### src/pes_pkg.sv
package pes_pkg;

    // Register map
    localparam logic [31:0] PES_SDN_CTRL_OFFSET = 32'h0000_0024;
    localparam logic [7:0] PES_SDN_CTRL_RESET = 8'h00;

    // Field positions of the shutdown control register
    localparam int PES_FLAG_BIT = 7;
    localparam int PES_IE_BIT = 6;
    localparam int PES_RESTART_BIT = 5;
    localparam int PES_LEVEL_BIT = 4;
    localparam int PES_UNUSED_BIT = 3;
    localparam int PES_STATUS_BIT = 2;
    localparam int PES_POL_BIT = 1;
    localparam int PES_ENA_BIT = 0;

    localparam int PES_NUM_CHANNELS = 8;

    // Least hold of the fault input, in bus clocks
    localparam int PES_MIN_FAULT_CYCLES = 2;

    typedef enum logic [1:0] {
        PES_RUN = 2'b00,
        PES_SHUT = 2'b01,
        PES_RELEASE = 2'b10
    } pes_state_type;

endpackage

### src/pes_reg_if.sv
`timescale 1ns/1ps
interface pes_reg_if;
    logic wr_stb;
    logic [7:0] wr_data;
    logic [7:0] rd_data;

    modport slave (
        output wr_stb,
        output wr_data,
        input rd_data
    );
    modport core (
        input wr_stb,
        input wr_data,
        output rd_data
    );
endinterface

### src/pes_fault_sync.sv
`timescale 1ns/1ps
module pes_fault_sync (
    input wire logic clk_sys,
    input wire logic rst_n,
    input wire logic async_in,
    output logic sync_out
);
    logic meta_reg;
    logic meta_next;
    logic sync_reg;
    logic sync_next;

    always_comb begin
        meta_next = async_in;
        sync_next = meta_reg;
    end

    // First stage feeds only the second
    always_ff @(posedge clk_sys) begin
        if (!rst_n) begin
            meta_reg <= 1'b0;
            sync_reg <= 1'b0;
        end else begin
            meta_reg <= meta_next;
            sync_reg <= sync_next;
        end
    end

    assign sync_out = sync_reg;
endmodule

### src/pes_ahb_slave.sv
`timescale 1ns/1ps
module pes_ahb_slave #(
    parameter logic [31:0] REG_ADDR = pes_pkg::PES_SDN_CTRL_OFFSET
) (
    input wire logic clk_sys,
    input wire logic rst_n,
    input wire logic hsel,
    input wire logic [31:0] haddr,
    input wire logic [1:0] htrans,
    input wire logic hwrite,
    input wire logic [31:0] hwdata,
    input wire logic hready,
    output logic [31:0] hrdata,
    output logic hreadyout,
    output logic hresp,
    pes_reg_if.slave regs
);
    import pes_pkg::*;

    logic wr_reg;
    logic wr_next;
    logic rd_reg;
    logic rd_next;
    logic hit_reg;
    logic hit_next;
    logic [31:0] hrdata_reg;
    logic [31:0] hrdata_next;
    logic accept;

    assign accept = hsel & htrans[1] & hready;

    // Reads take one wait state so a write just before is seen
    always_comb begin
        wr_next = accept & hwrite;
        rd_next = accept & ~hwrite;
        hit_next = hit_reg;
        hrdata_next = hrdata_reg;
        if (accept) begin
            hit_next = (haddr[31:2] == REG_ADDR[31:2]);
        end
        if (rd_reg) begin
            hrdata_next = hit_reg ? {24'h00_0000, regs.rd_data} : 32'h0000_0000;
        end
    end

    always_ff @(posedge clk_sys) begin
        if (!rst_n) begin
            wr_reg <= 1'b0;
            rd_reg <= 1'b0;
            hit_reg <= 1'b0;
            hrdata_reg <= 32'h0000_0000;
        end else begin
            wr_reg <= wr_next;
            rd_reg <= rd_next;
            hit_reg <= hit_next;
            hrdata_reg <= hrdata_next;
        end
    end

    assign regs.wr_stb = wr_reg & hit_reg;
    assign regs.wr_data = hwdata[7:0];
    assign hrdata = hrdata_reg;
    assign hreadyout = ~rd_reg;
    assign hresp = 1'b0;
endmodule

### src/pes_top.sv
`timescale 1ns/1ps
// What this block does
// - Change flag sets on every active/passive change of the fault input.
// - Writing one clears the change flag; writing zero leaves it.
// - Interrupt request raised only while the interrupt enable bit is one.
// - Restart is accepted only while the fault input is not active.
// - After restart each channel resumes when its counter next hits zero.
// - After disabling the shutdown, channels still wait for counter zero.
// - Restart bit is a write event and always reads zero.
// - Active fault forces all enabled outputs to the programmed level.
// - Input status bit shows the current channel 7 pin state.
// - Polarity bit picks active low (0) or active high (1).
// - Enable bit turns channel 7 pin into input and arms shutdown.
// - Other bits act only while shutdown is enabled, except the status bit, the flag clear and the level on channels still held after disabling.
module pes_top #(
    parameter int N = pes_pkg::PES_NUM_CHANNELS
) (
    input wire logic clk_sys,
    input wire logic rst_n,
    input wire logic hsel,
    input wire logic [31:0] haddr,
    input wire logic [1:0] htrans,
    input wire logic hwrite,
    input wire logic [2:0] hsize,
    input wire logic [31:0] hwdata,
    input wire logic hready,
    output logic [31:0] hrdata,
    output logic hreadyout,
    output logic hresp,
    input wire logic [N-1:0] pwm_raw,
    input wire logic [N-1:0] chan_enable,
    input wire logic [N-1:0] counter_zero,
    output logic [N-1:0] pwm_out,
    input wire logic ch7_pin_in,
    output logic ch7_pin_out,
    output logic ch7_pin_oe_n,
    output logic irq
);
    import pes_pkg::*;

    function automatic logic pes_is_active(input logic level, input logic pol);
        return level == pol;
    endfunction

    ////////////////////////////////////////////////////////////////////////
    pes_reg_if u_regs ();

    pes_ahb_slave #(
        .REG_ADDR(PES_SDN_CTRL_OFFSET)
    ) u_slave (
        .clk_sys(clk_sys),
        .rst_n(rst_n),
        .hsel(hsel),
        .haddr(haddr),
        .htrans(htrans),
        .hwrite(hwrite),
        .hwdata(hwdata),
        .hready(hready),
        .hrdata(hrdata),
        .hreadyout(hreadyout),
        .hresp(hresp),
        .regs(u_regs.slave)
    );

    logic pin_level;

    pes_fault_sync u_sync (
        .clk_sys(clk_sys),
        .rst_n(rst_n),
        .async_in(ch7_pin_in),
        .sync_out(pin_level)
    );

    ////////////////////////////////////////////////////////////////////////
    logic ena_reg;
    logic ena_next;
    logic pol_reg;
    logic pol_next;
    logic lvl_reg;
    logic lvl_next;
    logic ie_reg;
    logic ie_next;
    logic flag_reg;
    logic flag_next;
    logic prev_pin_reg;
    logic prev_pin_next;
    logic active;
    logic change;
    logic wr;
    logic [7:0] wd;
    logic restart_req;

    assign wr = u_regs.wr_stb;
    assign wd = u_regs.wr_data;

    assign active = ena_reg & pes_is_active(pin_level, pol_reg);
    assign change = ena_reg & (pin_level != prev_pin_reg);
    assign restart_req = wr & wd[PES_RESTART_BIT] & ena_reg & ~active;

    always_comb begin
        ena_next = ena_reg;
        pol_next = pol_reg;
        lvl_next = lvl_reg;
        ie_next = ie_reg;
        flag_next = flag_reg;
        prev_pin_next = pin_level;
        if (wr) begin
            ena_next = wd[PES_ENA_BIT];
            pol_next = wd[PES_POL_BIT];
            lvl_next = wd[PES_LEVEL_BIT];
            ie_next = wd[PES_IE_BIT];
        end
        if (change) begin
            flag_next = 1'b1;
        end else if (wr && wd[PES_FLAG_BIT]) begin
            flag_next = 1'b0;
        end
    end

    always_ff @(posedge clk_sys) begin
        if (!rst_n) begin
            ena_reg <= PES_SDN_CTRL_RESET[PES_ENA_BIT];
            pol_reg <= PES_SDN_CTRL_RESET[PES_POL_BIT];
            lvl_reg <= PES_SDN_CTRL_RESET[PES_LEVEL_BIT];
            ie_reg <= PES_SDN_CTRL_RESET[PES_IE_BIT];
            flag_reg <= PES_SDN_CTRL_RESET[PES_FLAG_BIT];
            prev_pin_reg <= 1'b0;
        end else begin
            ena_reg <= ena_next;
            pol_reg <= pol_next;
            lvl_reg <= lvl_next;
            ie_reg <= ie_next;
            flag_reg <= flag_next;
            prev_pin_reg <= prev_pin_next;
        end
    end

    always_comb begin
        u_regs.rd_data = 8'h00;
        u_regs.rd_data[PES_FLAG_BIT] = flag_reg;
        u_regs.rd_data[PES_IE_BIT] = ie_reg;
        u_regs.rd_data[PES_LEVEL_BIT] = lvl_reg;
        u_regs.rd_data[PES_STATUS_BIT] = pin_level;
        u_regs.rd_data[PES_POL_BIT] = pol_reg;
        u_regs.rd_data[PES_ENA_BIT] = ena_reg;
    end

    assign irq = ena_reg & ie_reg & flag_reg;

    ////////////////////////////////////////////////////////////////////////
    pes_state_type state_reg;
    pes_state_type state_next;
    logic [N-1:0] hold_reg;
    logic [N-1:0] hold_next;
    logic [N-1:0] pwm_out_reg;
    logic [N-1:0] pwm_out_next;

    always_comb begin
        state_next = state_reg;
        hold_next = hold_reg;
        case (state_reg)
            PES_RUN: begin
                hold_next = '0;
                if (active) begin
                    state_next = PES_SHUT;
                    hold_next = '1;
                end
            end
            PES_SHUT: begin
                hold_next = '1;
                if (!ena_reg || restart_req) begin
                    state_next = PES_RELEASE;
                end
            end
            PES_RELEASE: begin
                if (active) begin
                    state_next = PES_SHUT;
                    hold_next = '1;
                end else begin
                    hold_next = hold_reg & ~counter_zero;
                    if (hold_next == '0) begin
                        state_next = PES_RUN;
                    end
                end
            end
            default: begin
                state_next = PES_RUN;
                hold_next = '0;
            end
        endcase
    end

    // force enabled channels to the level
    always_comb begin
        for (int i = 0; i < N; i++) begin
            pwm_out_next[i] = (hold_next[i] && chan_enable[i]) ? lvl_reg : pwm_raw[i];
        end
    end

    always_ff @(posedge clk_sys) begin
        if (!rst_n) begin
            state_reg <= PES_RUN;
            hold_reg <= '0;
            pwm_out_reg <= '0;
        end else begin
            state_reg <= state_next;
            hold_reg <= hold_next;
            pwm_out_reg <= pwm_out_next;
        end
    end

    assign pwm_out = pwm_out_reg;
    assign ch7_pin_out = pwm_out_reg[N-1];
    // pin released to input while enabled
    assign ch7_pin_oe_n = ena_reg;
endmodule

### config.mk
export PLATFORM = sky130hd
export DESIGN_NAME = pes_top
export DESIGN_NICKNAME = d
export VERILOG_FILES = /design/src/pes_pkg.sv /design/src/pes_reg_if.sv /design/src/pes_fault_sync.sv /design/src/pes_ahb_slave.sv /design/src/pes_top.sv
export SDC_FILE = /design/constraint.sdc
export NUM_CORES = 1
export LEC_CHECK = 0
export ABC_CLOCK_PERIOD_IN_PS = 3900
export BUFFER_PORTS_ARGS = -buffer_cell sky130_fd_sc_hd__buf_4
export CAP_MARGIN = 25
export CORE_ASPECT_RATIO = 1.2
export CORE_MARGIN = 2
export CORE_UTILIZATION = 41
export CTS_CLUSTER_SIZE = 40
export DETAILED_ROUTE_END_ITERATION = 12
export PLACE_DENSITY = 0.87
export SLEW_MARGIN = 15
export SYNTH_ARGS = -nofsm -noshare
export SYNTH_HDL_FRONTEND = slang
export SYNTH_SLANG_ARGS = --single-unit
### constraint.sdc
create_clock -name clk_sys -period 3.9 [get_ports clk_sys]
set_clock_uncertainty 0.1 [all_clocks]
set_input_delay 0.975 -clock clk_sys [delete_from_list [all_inputs] [get_ports clk_sys]]
set_output_delay 0.975 -clock clk_sys [all_outputs]
set_load 0.02 [all_outputs]
# Word-level counts from Yosys, hierarchy flattened
# Cells that the tools add are included.
op_classes:
  n_reduce_logical: 15
  n_mux: 19
  bitwise_logic: 17
  eq_ne: 8
ops:
  columns: ["op", "count"]
  rows:
  - ["$eq 30x4->1 const B", 1]
  - ["$mux 8", 3]
  - ["$pmux 8 s3", 1]
  - ["$and 1x1->1", 12]
  - ["$mux 1", 10]
  - ["$logic_and 1x1->1", 9]
  - ["$and 8x8->8", 1]
  - ["$logic_not 8->1", 1]
  - ["$mux 2", 4]
  - ["$not 8->8", 1]
  - ["$pmux 2 s3", 1]
  - ["$ne 2x2->1 const B", 2]
  - ["$ne 3x3->1 const B", 1]
  - ["$not 1->1", 3]
  - ["$reduce_and 3->1", 1]
  - ["$eq 2x1->1 const B", 1]
  - ["$eq 2x2->1 const B", 1]
  - ["$logic_not 2->1", 1]
  - ["$reduce_bool 2->1", 1]
  - ["$eq 1x1->1", 1]
  - ["$logic_not 1->1", 1]
  - ["$logic_or 1x1->1", 1]
  - ["$ne 1x1->1", 1]
word_totals:
  output_inout_bits: 45
  elab_cells: 74
  regBits: 61

# Logic depth before layout (Yosys ltp)
# Gate-level depths: netlist of run 1.
logic_depth:
  depth_word: 7
  ltp_mapped: 5

# Modules after synthesis
# A second synthesis of run 1 with hierarchy kept.
unflattened:
  cells_unflattened: 197
  hier_area_um2: 1819.2
modules_own_cells:
  columns: ["mod", "instances", "cells_per_inst", "area_each_um2"]
  rows:
  - ["pes_top", 1, 111, 1029.7]
  - ["pes_ahb_slave", 1, 82, 737.0]
  - ["pes_fault_sync", 1, 4, 52.6]

# Least setup slack after synthesis of run 1
# OpenSTA, ideal clock, no wires.
synth_timing:
  kind: "register -> output"
  start: "register ena_reg, in the netlist ch7_pin_oe_n"
  end: "output irq"
  t_arrival_ps: 835
  required_time_ps: 2825
  path_slack_ps: 1990
  stages_incl_launch_ff: 2
  path_cell_list: "dfxtp_1 and3_1"
synth_between:
  elab_chain_cells: 2
synth_rtl:
  columns: ["element", "line", "text"]
  rows:
  - ["start, declared", "pes_top.sv:75", "logic ena_reg;"]
  - ["start signal, assigned", "pes_top.sv:122", "ena_reg <= PES_SDN_CTRL_RESET[PES_ENA_BIT];"]
  - ["start signal, assigned", "pes_top.sv:129", "ena_reg <= ena_next;"]
  - ["$and 1x1->1 (2 in series)", "pes_top.sv:148", "assign irq = ena_reg & ie_reg & flag_reg;"]
  - ["end, declared", "pes_top.sv:37", "output logic irq"]
# Every way passes these cells.

# Final worst setup path of run 1
# Ends and elaborated chain as after synthesis.

==> results.cfg, run 1 <==
[outcome]
outcome = finished clean

[clocking]
cts.sinks = 35
cts-hold-fix-buffers = 0
h-tree-depth = 2
ctsResizeCount = 0
cts.clk_slew.worst_paths_ps = 70
clock-root-buffer = clkbuf_8
tritoncts_clock_tree = built
number_of_clock_buffers_inserted_by_tritoncts = 5
count_of_buffers_added_by_post_cts_timing_repair_for_setup = 0
clk_latency_worst_skew_pair_ps = 280
cts_max_path_buffers = 2

[sta]
grt_setup_unrepaired = no
fin_setup_tns_ps = 0
fin_crit_sh = 0.553
setup_violations = 0
layout_min_cycle_time_ps = 2160
hold_violations = 0
max_freq_ghz = 0.464
drv_slew = 0

[yosys]
yosysWarnings = 0
synth_sequential_area_ratio = 0.419
number_of_synthesized_flops_with_an_enable_pin = 0
yosys_most_used_dff = dfxtp_1
post_syn_area_um2 = 1670
synth-async-reset-ratio = 0
synth_cell_types = 30
post_synth.cell_area_avg_um2 = 8.66
post_synth_inst_count = 193
ys_ff_latch = 35

[routing]
route.detailed.wl_per_inst_um = 11.0
detail_route.first_pass.iterations = 4
total_vias_in_the_final_route = 1483
detail-route-antenna-nets = 0
drt-initial-drc-count = 71
detail_route.wirelength_mm = 3.64
drc_errors = 0
via_to_cell_ratio = 4.49

[placement]
detailed_placement_hpwl_mm = 2.88
port-buffer-count = 84
globalplace.congestion = 0.767
postPlaceCellArea_um2 = 2220

[min_path]
timing.hold.worst.class = flop to flop
hold_path_depth = 1

[die]
die_w_um = 62.3
fp.dieH_um = 73.9
core_um2 = 3940
die-area_um2 = 4610
fp-row-count = 25
start_util = 0.424
floorplan.io_pins = 144

[critical_path]
critPathMaxFanout = 9
endpoint = irq
reg2reg_setup_slack_ps = 2360
worst_reg_to_reg_cells = 4
startpoint_type = flop
kind_of_critical_path = flop to output port
crit_path_start = ch7_pin_oe_n$_SDFFE_PN0N_
worstSetupEndpointType = output port
critPathArrivalTime_ps = 1080
r2r-start = u_sync.sync_out$_SDFF_PN0_
critical_path_required_ps = 2820
rr_endpoint = pwm_out[2]$_SDFF_PN0_

[cells_and_area]
areaGrowthSynthToFinish_pct = 39.7
num-fill-cells = 367
insertedDiodeCount = 0
summed_area_of_non_filler_cells_in_the_final_layout_um2 = 2340
finalNetCount = 374
layout-drive-gt1-share = 0.344

[pwr]
max-vdd-ir-drop_uv = 251
power_per_cell_area_nw_per_um2 = 339
power.static_leakage_nw = 1.08

[global_routing]
grt_start_max_net_pins = 37
use_met1 = 0.178
first_global_vias = 1487
met2_usage = 0.309
top_usage_layer = met2
globalRouteMet3Util = 0.0590
antenna_violations_before_repair = 0
grt_pass1_wl_mm = 6.13
globalRouteTotalUtil = 0.167
global_route.overflow_total = 0

[run]
max_cap_viol_count = 0
[per-layer routing]
layer  routed length, µm  up-vias
li1                    -      767
met1                1450      654
met2                1900       56
met3                 240        6
met4                  53        0
met5                   0        -
[synth_stat cells (2+ instances only)]
library cell | count | area (µm²)
a211oi_1 | 2 | 15.0
a21boi_0 | 10 | 75.1
and2_1 | 3 | 18.8
and3_1 | 3 | 18.8
buf_4 | 28 | 210
clkbuf_1 | 6 | 22.5
dfxtp_1 | 35 | 701
mux2i_1 | 8 | 80.1
nand2_1 | 26 | 97.6
nand2b_1 | 10 | 62.6
nand3_1 | 13 | 65.1
nand4_1 | 3 | 18.8
nor2_1 | 10 | 37.5
nor2b_1 | 2 | 12.5
nor4_1 | 5 | 31.3
nor4b_1 | 2 | 17.5
o21a_1 | 8 | 60.1
o21ai_0 | 6 | 30.0
o21ai_2 | 2 | 17.5
[final cells by class]
cell class	instances	area, µm²	share of cell area
sequential	35	701	0.300
timing repair buffer	84	631	0.270
tap	54	67.6	0.0289
clock buffer	5	68.8	0.0295
multi-input combinational	148	821	0.351
inverter	1	3.75	0.00161
clock inverter	3	43.8	0.0187
[worst max-delay path: stages, from the launching register on]
cell,delay (ps)
dfxtp_1,470
and3_1,200
buf_4,140
[power breakdown]
group          internal (mW)  switching [mW]  leakage, nW
combinational         0.0554          0.0492        0.741
clock                  0.190           0.131       0.0581
sequential             0.363         0.00291        0.285
[placed cells by master (no fill, tap or decap)]
| master | instances |
|---|---|
| buf_4 | 84 |
| dfxtp_1 | 35 |
| conb_1 | 27 |
| nand2_1 | 26 |
| nand3_1 | 13 |
| nand2b_1 | 10 |
| nor2_1 | 10 |
| a21boi_0 | 10 |
| o21a_1 | 8 |
| mux2i_1 | 8 |
| o21ai_0 | 6 |
| nor4_1 | 5 |
| clkbuf_8 | 5 |
| and3_1 | 3 |
| nand4_1 | 3 |
| and2_1 | 3 |
| nor2b_1 | 2 |
| o21ai_2 | 2 |
| nor4b_1 | 2 |
| a211oi_1 | 2 |
| inv_1 | 1 |
| xnor2_1 | 1 |
| a21bo_2 | 1 |
| o32ai_1 | 1 |
| a21oi_1 | 1 |
| xor2_1 | 1 |
| a22oi_1 | 1 |
| a21o_1 | 1 |
| nor3_1 | 1 |
| clkinv_4 | 1 |
| bufinv_16 | 1 |
| clkinv_2 | 1 |
[how the worst min path moves through the flow]
stage,start,endpoint,slack [ps]
floorplan,u_sync.meta_reg$_SDFF_PN0_,u_sync.sync_out$_SDFF_PN0_,310
global placement,u_sync.meta_reg$_SDFF_PN0_,u_sync.sync_out$_SDFF_PN0_,320
detailed placement,u_sync.meta_reg$_SDFF_PN0_,u_sync.sync_out$_SDFF_PN0_,330
CTS,u_sync.meta_reg$_SDFF_PN0_,u_sync.sync_out$_SDFF_PN0_,340
global route,u_sync.meta_reg$_SDFF_PN0_,u_sync.sync_out$_SDFF_PN0_,370
finish,u_sync.meta_reg$_SDFF_PN0_,u_sync.sync_out$_SDFF_PN0_,340
[through the flow]
step	hold slack [ps]	setup WS, ps	power (mW)	cells	utilization
after floorplan	312	1990	0.440	219	-
after CTS	342	1730	0.801	330	0.593
after global routing	374	1630	0.833	330	0.593
final	339	1740	0.792	330	0.593
after global placement	319	1910	0.477	322	0.564
after detailed placement	326	1880	0.479	322	0.564
[cells by family (layout without fill, tap and decap cells)]
group / Yosys count / count (layout) / synth area share
buffers and inverters: 36 / 93 / 0.148
AO/OA/AOI/OAI: 33 / 33 / 0.141
XOR/XNOR: 2 / 2 / 0.0105
flip-flops: 35 / 35 / 0.419
AND/OR/NAND/NOR: 78 / 78 / 0.231
other: 1 / 27 / 0.00224
multiplexers: 8 / 8 / 0.0479
Power figures use the tool's default switching activity.
==> run 2, diff against run 1 <==
ABC_AREA = 1   (was not set)
ABC_CLOCK_PERIOD_IN_PS = 2100   (was 3900)
CORE_UTILIZATION = 40   (was 41)
PLACE_DENSITY = 0.81   (was 0.87)
clock period = 2.1 ns   (was 3.9 ns; I/O delays follow)
==> results.cfg, run 2 <==
[routing]
detail-route-antenna-nets = 0
detail_route.wirelength_mm = 4.43
total_vias_in_the_final_route = 1881
drt-initial-drc-count = 99
drc_errors = 0
route.detailed.wl_per_inst_um = 10.6
detail_route.first_pass.iterations = 4
via_to_cell_ratio = 4.48

[global_routing]
globalRouteTotalUtil = 0.171
global_route.overflow_total = 0
first_global_vias = 1670
grt_start_max_net_pins = 26
grt_pass1_wl_mm = 7.10
antenna_violations_before_repair = 0

[cells_and_area]
areaGrowthSynthToFinish_pct = 35.2
final_core_util = 0.565
final_common_cell = buf_4
mostFrequentLayoutCells = buf_4, nand2_1, nor2_1, inv_1, dfxtp_1
finalNetCount = 460
layout-drive-gt1-share = 0.301
instances_no_fill = 420
insertedDiodeCount = 0

[clocking]
clock-root-buffer = clkbuf_8
cts_max_path_buffers = 2
tritoncts_clock_tree = built
clk_latency_worst_skew_pair_ps = 290
ctsResizeCount = 0
count_of_buffers_added_by_post_cts_timing_repair_for_setup = 0
cts.clk_slew.worst_paths_ps = 70
number_of_clock_buffers_inserted_by_tritoncts = 5
h-tree-depth = 2
cts.sinks = 35
cts-hold-fix-buffers = 0

[sta]
fin_crit_sh = 0.842
max_freq_ghz = 0.565
fin_setup_tns_ps = 0
layout_min_cycle_time_ps = 1770
drv_slew = 0
setup_violations = 0
fin_hold_ws_ps = 302
grt_setup_unrepaired = no
hold_violations = 0

[yosys]
post_syn_area_um2 = 1920
yosysMostFrequentCell = nand2_1
netlist.top_cell.by_area = dfxtp_1
number_of_synthesized_flops_with_an_enable_pin = 0
post_synth_inst_count = 279
synthTopCellsByCount = nand2_1, nor2_1, inv_1
ys_ff_latch = 35
yosys_most_used_dff = dfxtp_1
synth_top_cell_area_share = 0.365
yosysWarnings = 0
synth-async-reset-ratio = 0
synth_sequential_area_ratio = 0.365
post_synth_main_area_contributors = dfxtp_1, buf_4, nand2_1
synth_cell_types = 26
post_synth.cell_area_avg_um2 = 6.87

[critical_path]
startpoint_type = flop
rr_endpoint = pwm_out[2]$_SDFF_PN0_
worst_reg_to_reg_cells = 5
reg2reg_setup_slack_ps = 630
crit_path_start = ch7_pin_oe_n$_SDFFE_PN0N_
critPathMaxFanout = 5
worstSetupEndpointType = output port
critPathArrivalTime_ps = 1140
critical_path_required_ps = 1470
r2r-start = state_reg[1]$_SDFFE_PN0P_
endpoint = irq
kind_of_critical_path = flop to output port

[placement]
port-buffer-count = 84
globalplace.congestion = 0.735
dp.cells = 412
detailed_placement_hpwl_mm = 3.46

[pwr]
power.static_leakage_nw = 1.39
total_power_mw = 1.52
max-vdd-ir-drop_uv = 289
power_per_cell_area_nw_per_um2 = 586

[run]
max_cap_viol_count = 0

[outcome]
outcome = finished clean

[die]
die-area_um2 = 5370
floorplan.io_pins = 144
fp-row-count = 27
start_util = 0.417
die_w_um = 67.2
fp.dieH_um = 79.9
core_um2 = 4590

[min_path]
timing.hold.worst.class = primary input to flop
hold_start = hwrite
==> run 2: final cells by class <==
class	instances	area, µm²
clock buffer	6	82.6
tap	58	72.6
sequential	35	701
multi-input combinational	194	915
clock inverter	2	35.0
timing repair buffer	85	638
fill	461	2000
inverter	40	150
==> run 2: cells by family (layout without fill, tap and decap cells) <==
logic type | count (synthesis) | in the layout | share of synthesized area
other cells | 1 | 27 | 0.00196
simple gates | 149 | 149 | 0.371
compound gates | 18 | 18 | 0.0535
buf+inv | 76 | 133 | 0.209
flops | 35 | 35 | 0.365
==> run 2: report_power, final <==
part,internal (mW),total [mW],switching (mW)
clock,0.384,0.624,0.240
sequential,0.675,0.680,0.00485
combinational,0.105,0.216,0.111
==> run 2: critical path, cell delays in order, from the launching register on <==
cell	delay [ps]
dfxtp_1	450
inv_1	140
nor2_1	120
buf_4	140
==> run 2: how the worst min path moves through the flow <==
stage / depth (start not counted) / end / slack [ps]
2_1_floorplan: 2 / u_sync.sync_out$_SDFF_PN0_ / 290
3_3_place_gp: 2 / u_sync.sync_out$_SDFF_PN0_ / 300
3_5_place_dp: 2 / u_sync.sync_out$_SDFF_PN0_ / 300
4_1_cts: 2 / u_slave.rd_reg$_SDFF_PN0_ / 290
5_1_grt: 2 / u_slave.rd_reg$_SDFF_PN0_ / 300
6_report: 2 / u_slave.rd_reg$_SDFF_PN0_ / 300
==> run 2: per-stage QoR <==
step / worst slack [ps] / area [µm²]
3_3_place_gp: 638 / 2480
4_1_cts: 312 / 2590
3_5_place_dp: 650 / 2480
5_1_grt: 244 / 2590
6_report: 331 / 2590
2_1_floorplan: 515 / 2020
==> run 2: routing by layer <==
metal | routed length (µm) | share of wire | vias up | global-route usage
li1 | - | - | 982 | -
met1 | 1800 | 0.41 | 834 | 0.201
met2 | 2290 | 0.52 | 60 | 0.294
met3 | 265 | 0.060 | 5 | 0.0310
met4 | 75 | 0.017 | 0 | 0.0816
met5 | 0 | 0 | - | 0
==> run 3, diff against run 2 <==
ABC_CLOCK_PERIOD_IN_PS = 1830   (was 2100)
clock period = 1.83 ns   (was 2.1 ns; I/O delays follow)
==> results.cfg, run 3 (synthesis gave the netlist of run 2 again) <==
[outcome]
outcome = finished clean

[critical_path]
critical_path.top_delay_family = flip-flops
critical_path.slowest_cell = dfxtp_1
critical_path_required_ps = 1270
rr_endpoint = pwm_out[4]$_SDFF_PN0_
worstSetupEndpointType = output port
kind_of_critical_path = flop to output port
worst_reg_to_reg_cells = 6
worstPathCellList = inv_1, nor2_1, buf_4
worst-path-buf-inv = 2
cpPeakStageDelay_ps = 450
startpoint_type = flop
r2r-start = state_reg[0]$_SDFFE_PN0P_
reg2reg_setup_slack_ps = 480
critPathMaxFanout = 5
critPathArrivalTime_ps = 1140

[clocking]
count_of_buffers_added_by_post_cts_timing_repair_for_setup = 0
clock-root-buffer = clkbuf_8
h-tree-depth = 2
clk_latency_worst_skew_pair_ps = 290
ctsResizeCount = 0
tritoncts_clock_tree = built
number_of_clock_buffers_inserted_by_tritoncts = 5
cts-hold-fix-buffers = 0
cts.clk_slew.worst_paths_ps = 70
cts_max_path_buffers = 2
cts.sinks = 35

[global_routing]
grt_pass1_wl_mm = 7.04
global_route.overflow_total = 0
first_global_vias = 1671
antenna_violations_before_repair = 0
globalRouteTotalUtil = 0.172
grt_start_max_net_pins = 26

[sta]
setup_violations = 0
fin_hold_ws_ps = 244
fin_crit_sh = 0.929
max_freq_ghz = 0.588
drv_slew = 0
fin_setup_tns_ps = 0
hold_violations = 0
layout_min_cycle_time_ps = 1700
grt_setup_unrepaired = no

[min_path]
worstHoldEndpoint = u_slave.rd_reg$_SDFF_PN0_
timing.hold.worst.class = primary input to flop
hold_path_depth = 2
hold_start = hwrite

[routing]
total_vias_in_the_final_route = 1862
route.detailed.wl_per_inst_um = 10.6
drt-initial-drc-count = 55
detail_route.wirelength_mm = 4.47
detail_route.first_pass.iterations = 4
via_to_cell_ratio = 4.41
detail-route-antenna-nets = 0
drc_errors = 0

[pwr]
max-vdd-ir-drop_uv = 406
power.static_leakage_nw = 1.38
power_per_cell_area_nw_per_um2 = 606
total_power_mw = 1.56

[cells_and_area]
num-fill-cells = 477
final_common_cell = buf_4
insertedDiodeCount = 0
areaGrowthSynthToFinish_pct = 34.1
layout-drive-gt1-share = 0.299
instances_no_fill = 422
finalNetCount = 462
mostFrequentLayoutCells = buf_4, nand2_1, nor2_1, inv_1, dfxtp_1

[die]
fp-row-count = 27
start_util = 0.417
die_w_um = 67.2
floorplan.io_pins = 144
core_um2 = 4590
die-area_um2 = 5370
fp.dieH_um = 79.9

[placement]
detailed_placement_hpwl_mm = 3.48
globalplace.congestion = 0.713
port-buffer-count = 84
dp.cells = 414

[run]
max_cap_viol_count = 0
run 3: cell count changes in the layout (fill, tap and decap cells not counted), sizes merged:
cell and change:
buf +2, bufinv -1, clkbuf +1
run 3: how the worst max path moves through the flow:
stage / from / end / slack [ps] / depth (start not counted)
after floorplan: ch7_pin_oe_n$_SDFFE_PN0N_ / irq / 310 / 2
after global placement: ch7_pin_oe_n$_SDFFE_PN0N_ / irq / 440 / 3
after detailed placement: ch7_pin_oe_n$_SDFFE_PN0N_ / irq / 450 / 3
after global routing: ch7_pin_oe_n$_SDFFE_PN0N_ / irq / 70 / 3
after CTS: ch7_pin_oe_n$_SDFFE_PN0N_ / irq / 120 / 3
final: ch7_pin_oe_n$_SDFFE_PN0N_ / irq / 130 / 3
run 3: power by group:
group	switching (mW)	total (mW)	internal [mW]
sequential	0.00550	0.780	0.775
clock	0.263	0.530	0.267
combinational	0.129	0.250	0.121
total	0.398	1.56	1.16
run 3: final cells by class:
type,instances,area [µm²],area share
clock buffers,7,76.3,0.0297
clock inverters,1,5.00,0.00195
inverters,40,150,0.0584
multi-input cells,194,915,0.356
flip-flops and latches,35,701,0.272
well taps,58,72.6,0.0282
repair buffers,87,653,0.254
run 3: metal layers:
layer | vias up | global-route usage | part of all wire
met3 | 7 | 0.0353 | 0.055
met1 | 820 | 0.205 | 0.42
met2 | 50 | 0.291 | 0.51
met4 | 0 | 0.0755 | 0.018
met5 | - | 0 | 0
li1 | 985 | - | -
run 3: stage by stage:
stage               utilization  setup slack, ps  instance area [µm²]
finish                    0.560              130                 2570
detailed placement        0.542              446                 2490
floorplan                     -              312                 2020
CTS                       0.560              120                 2570
global placement          0.542              439                 2490
global route              0.560             72.8                 2570
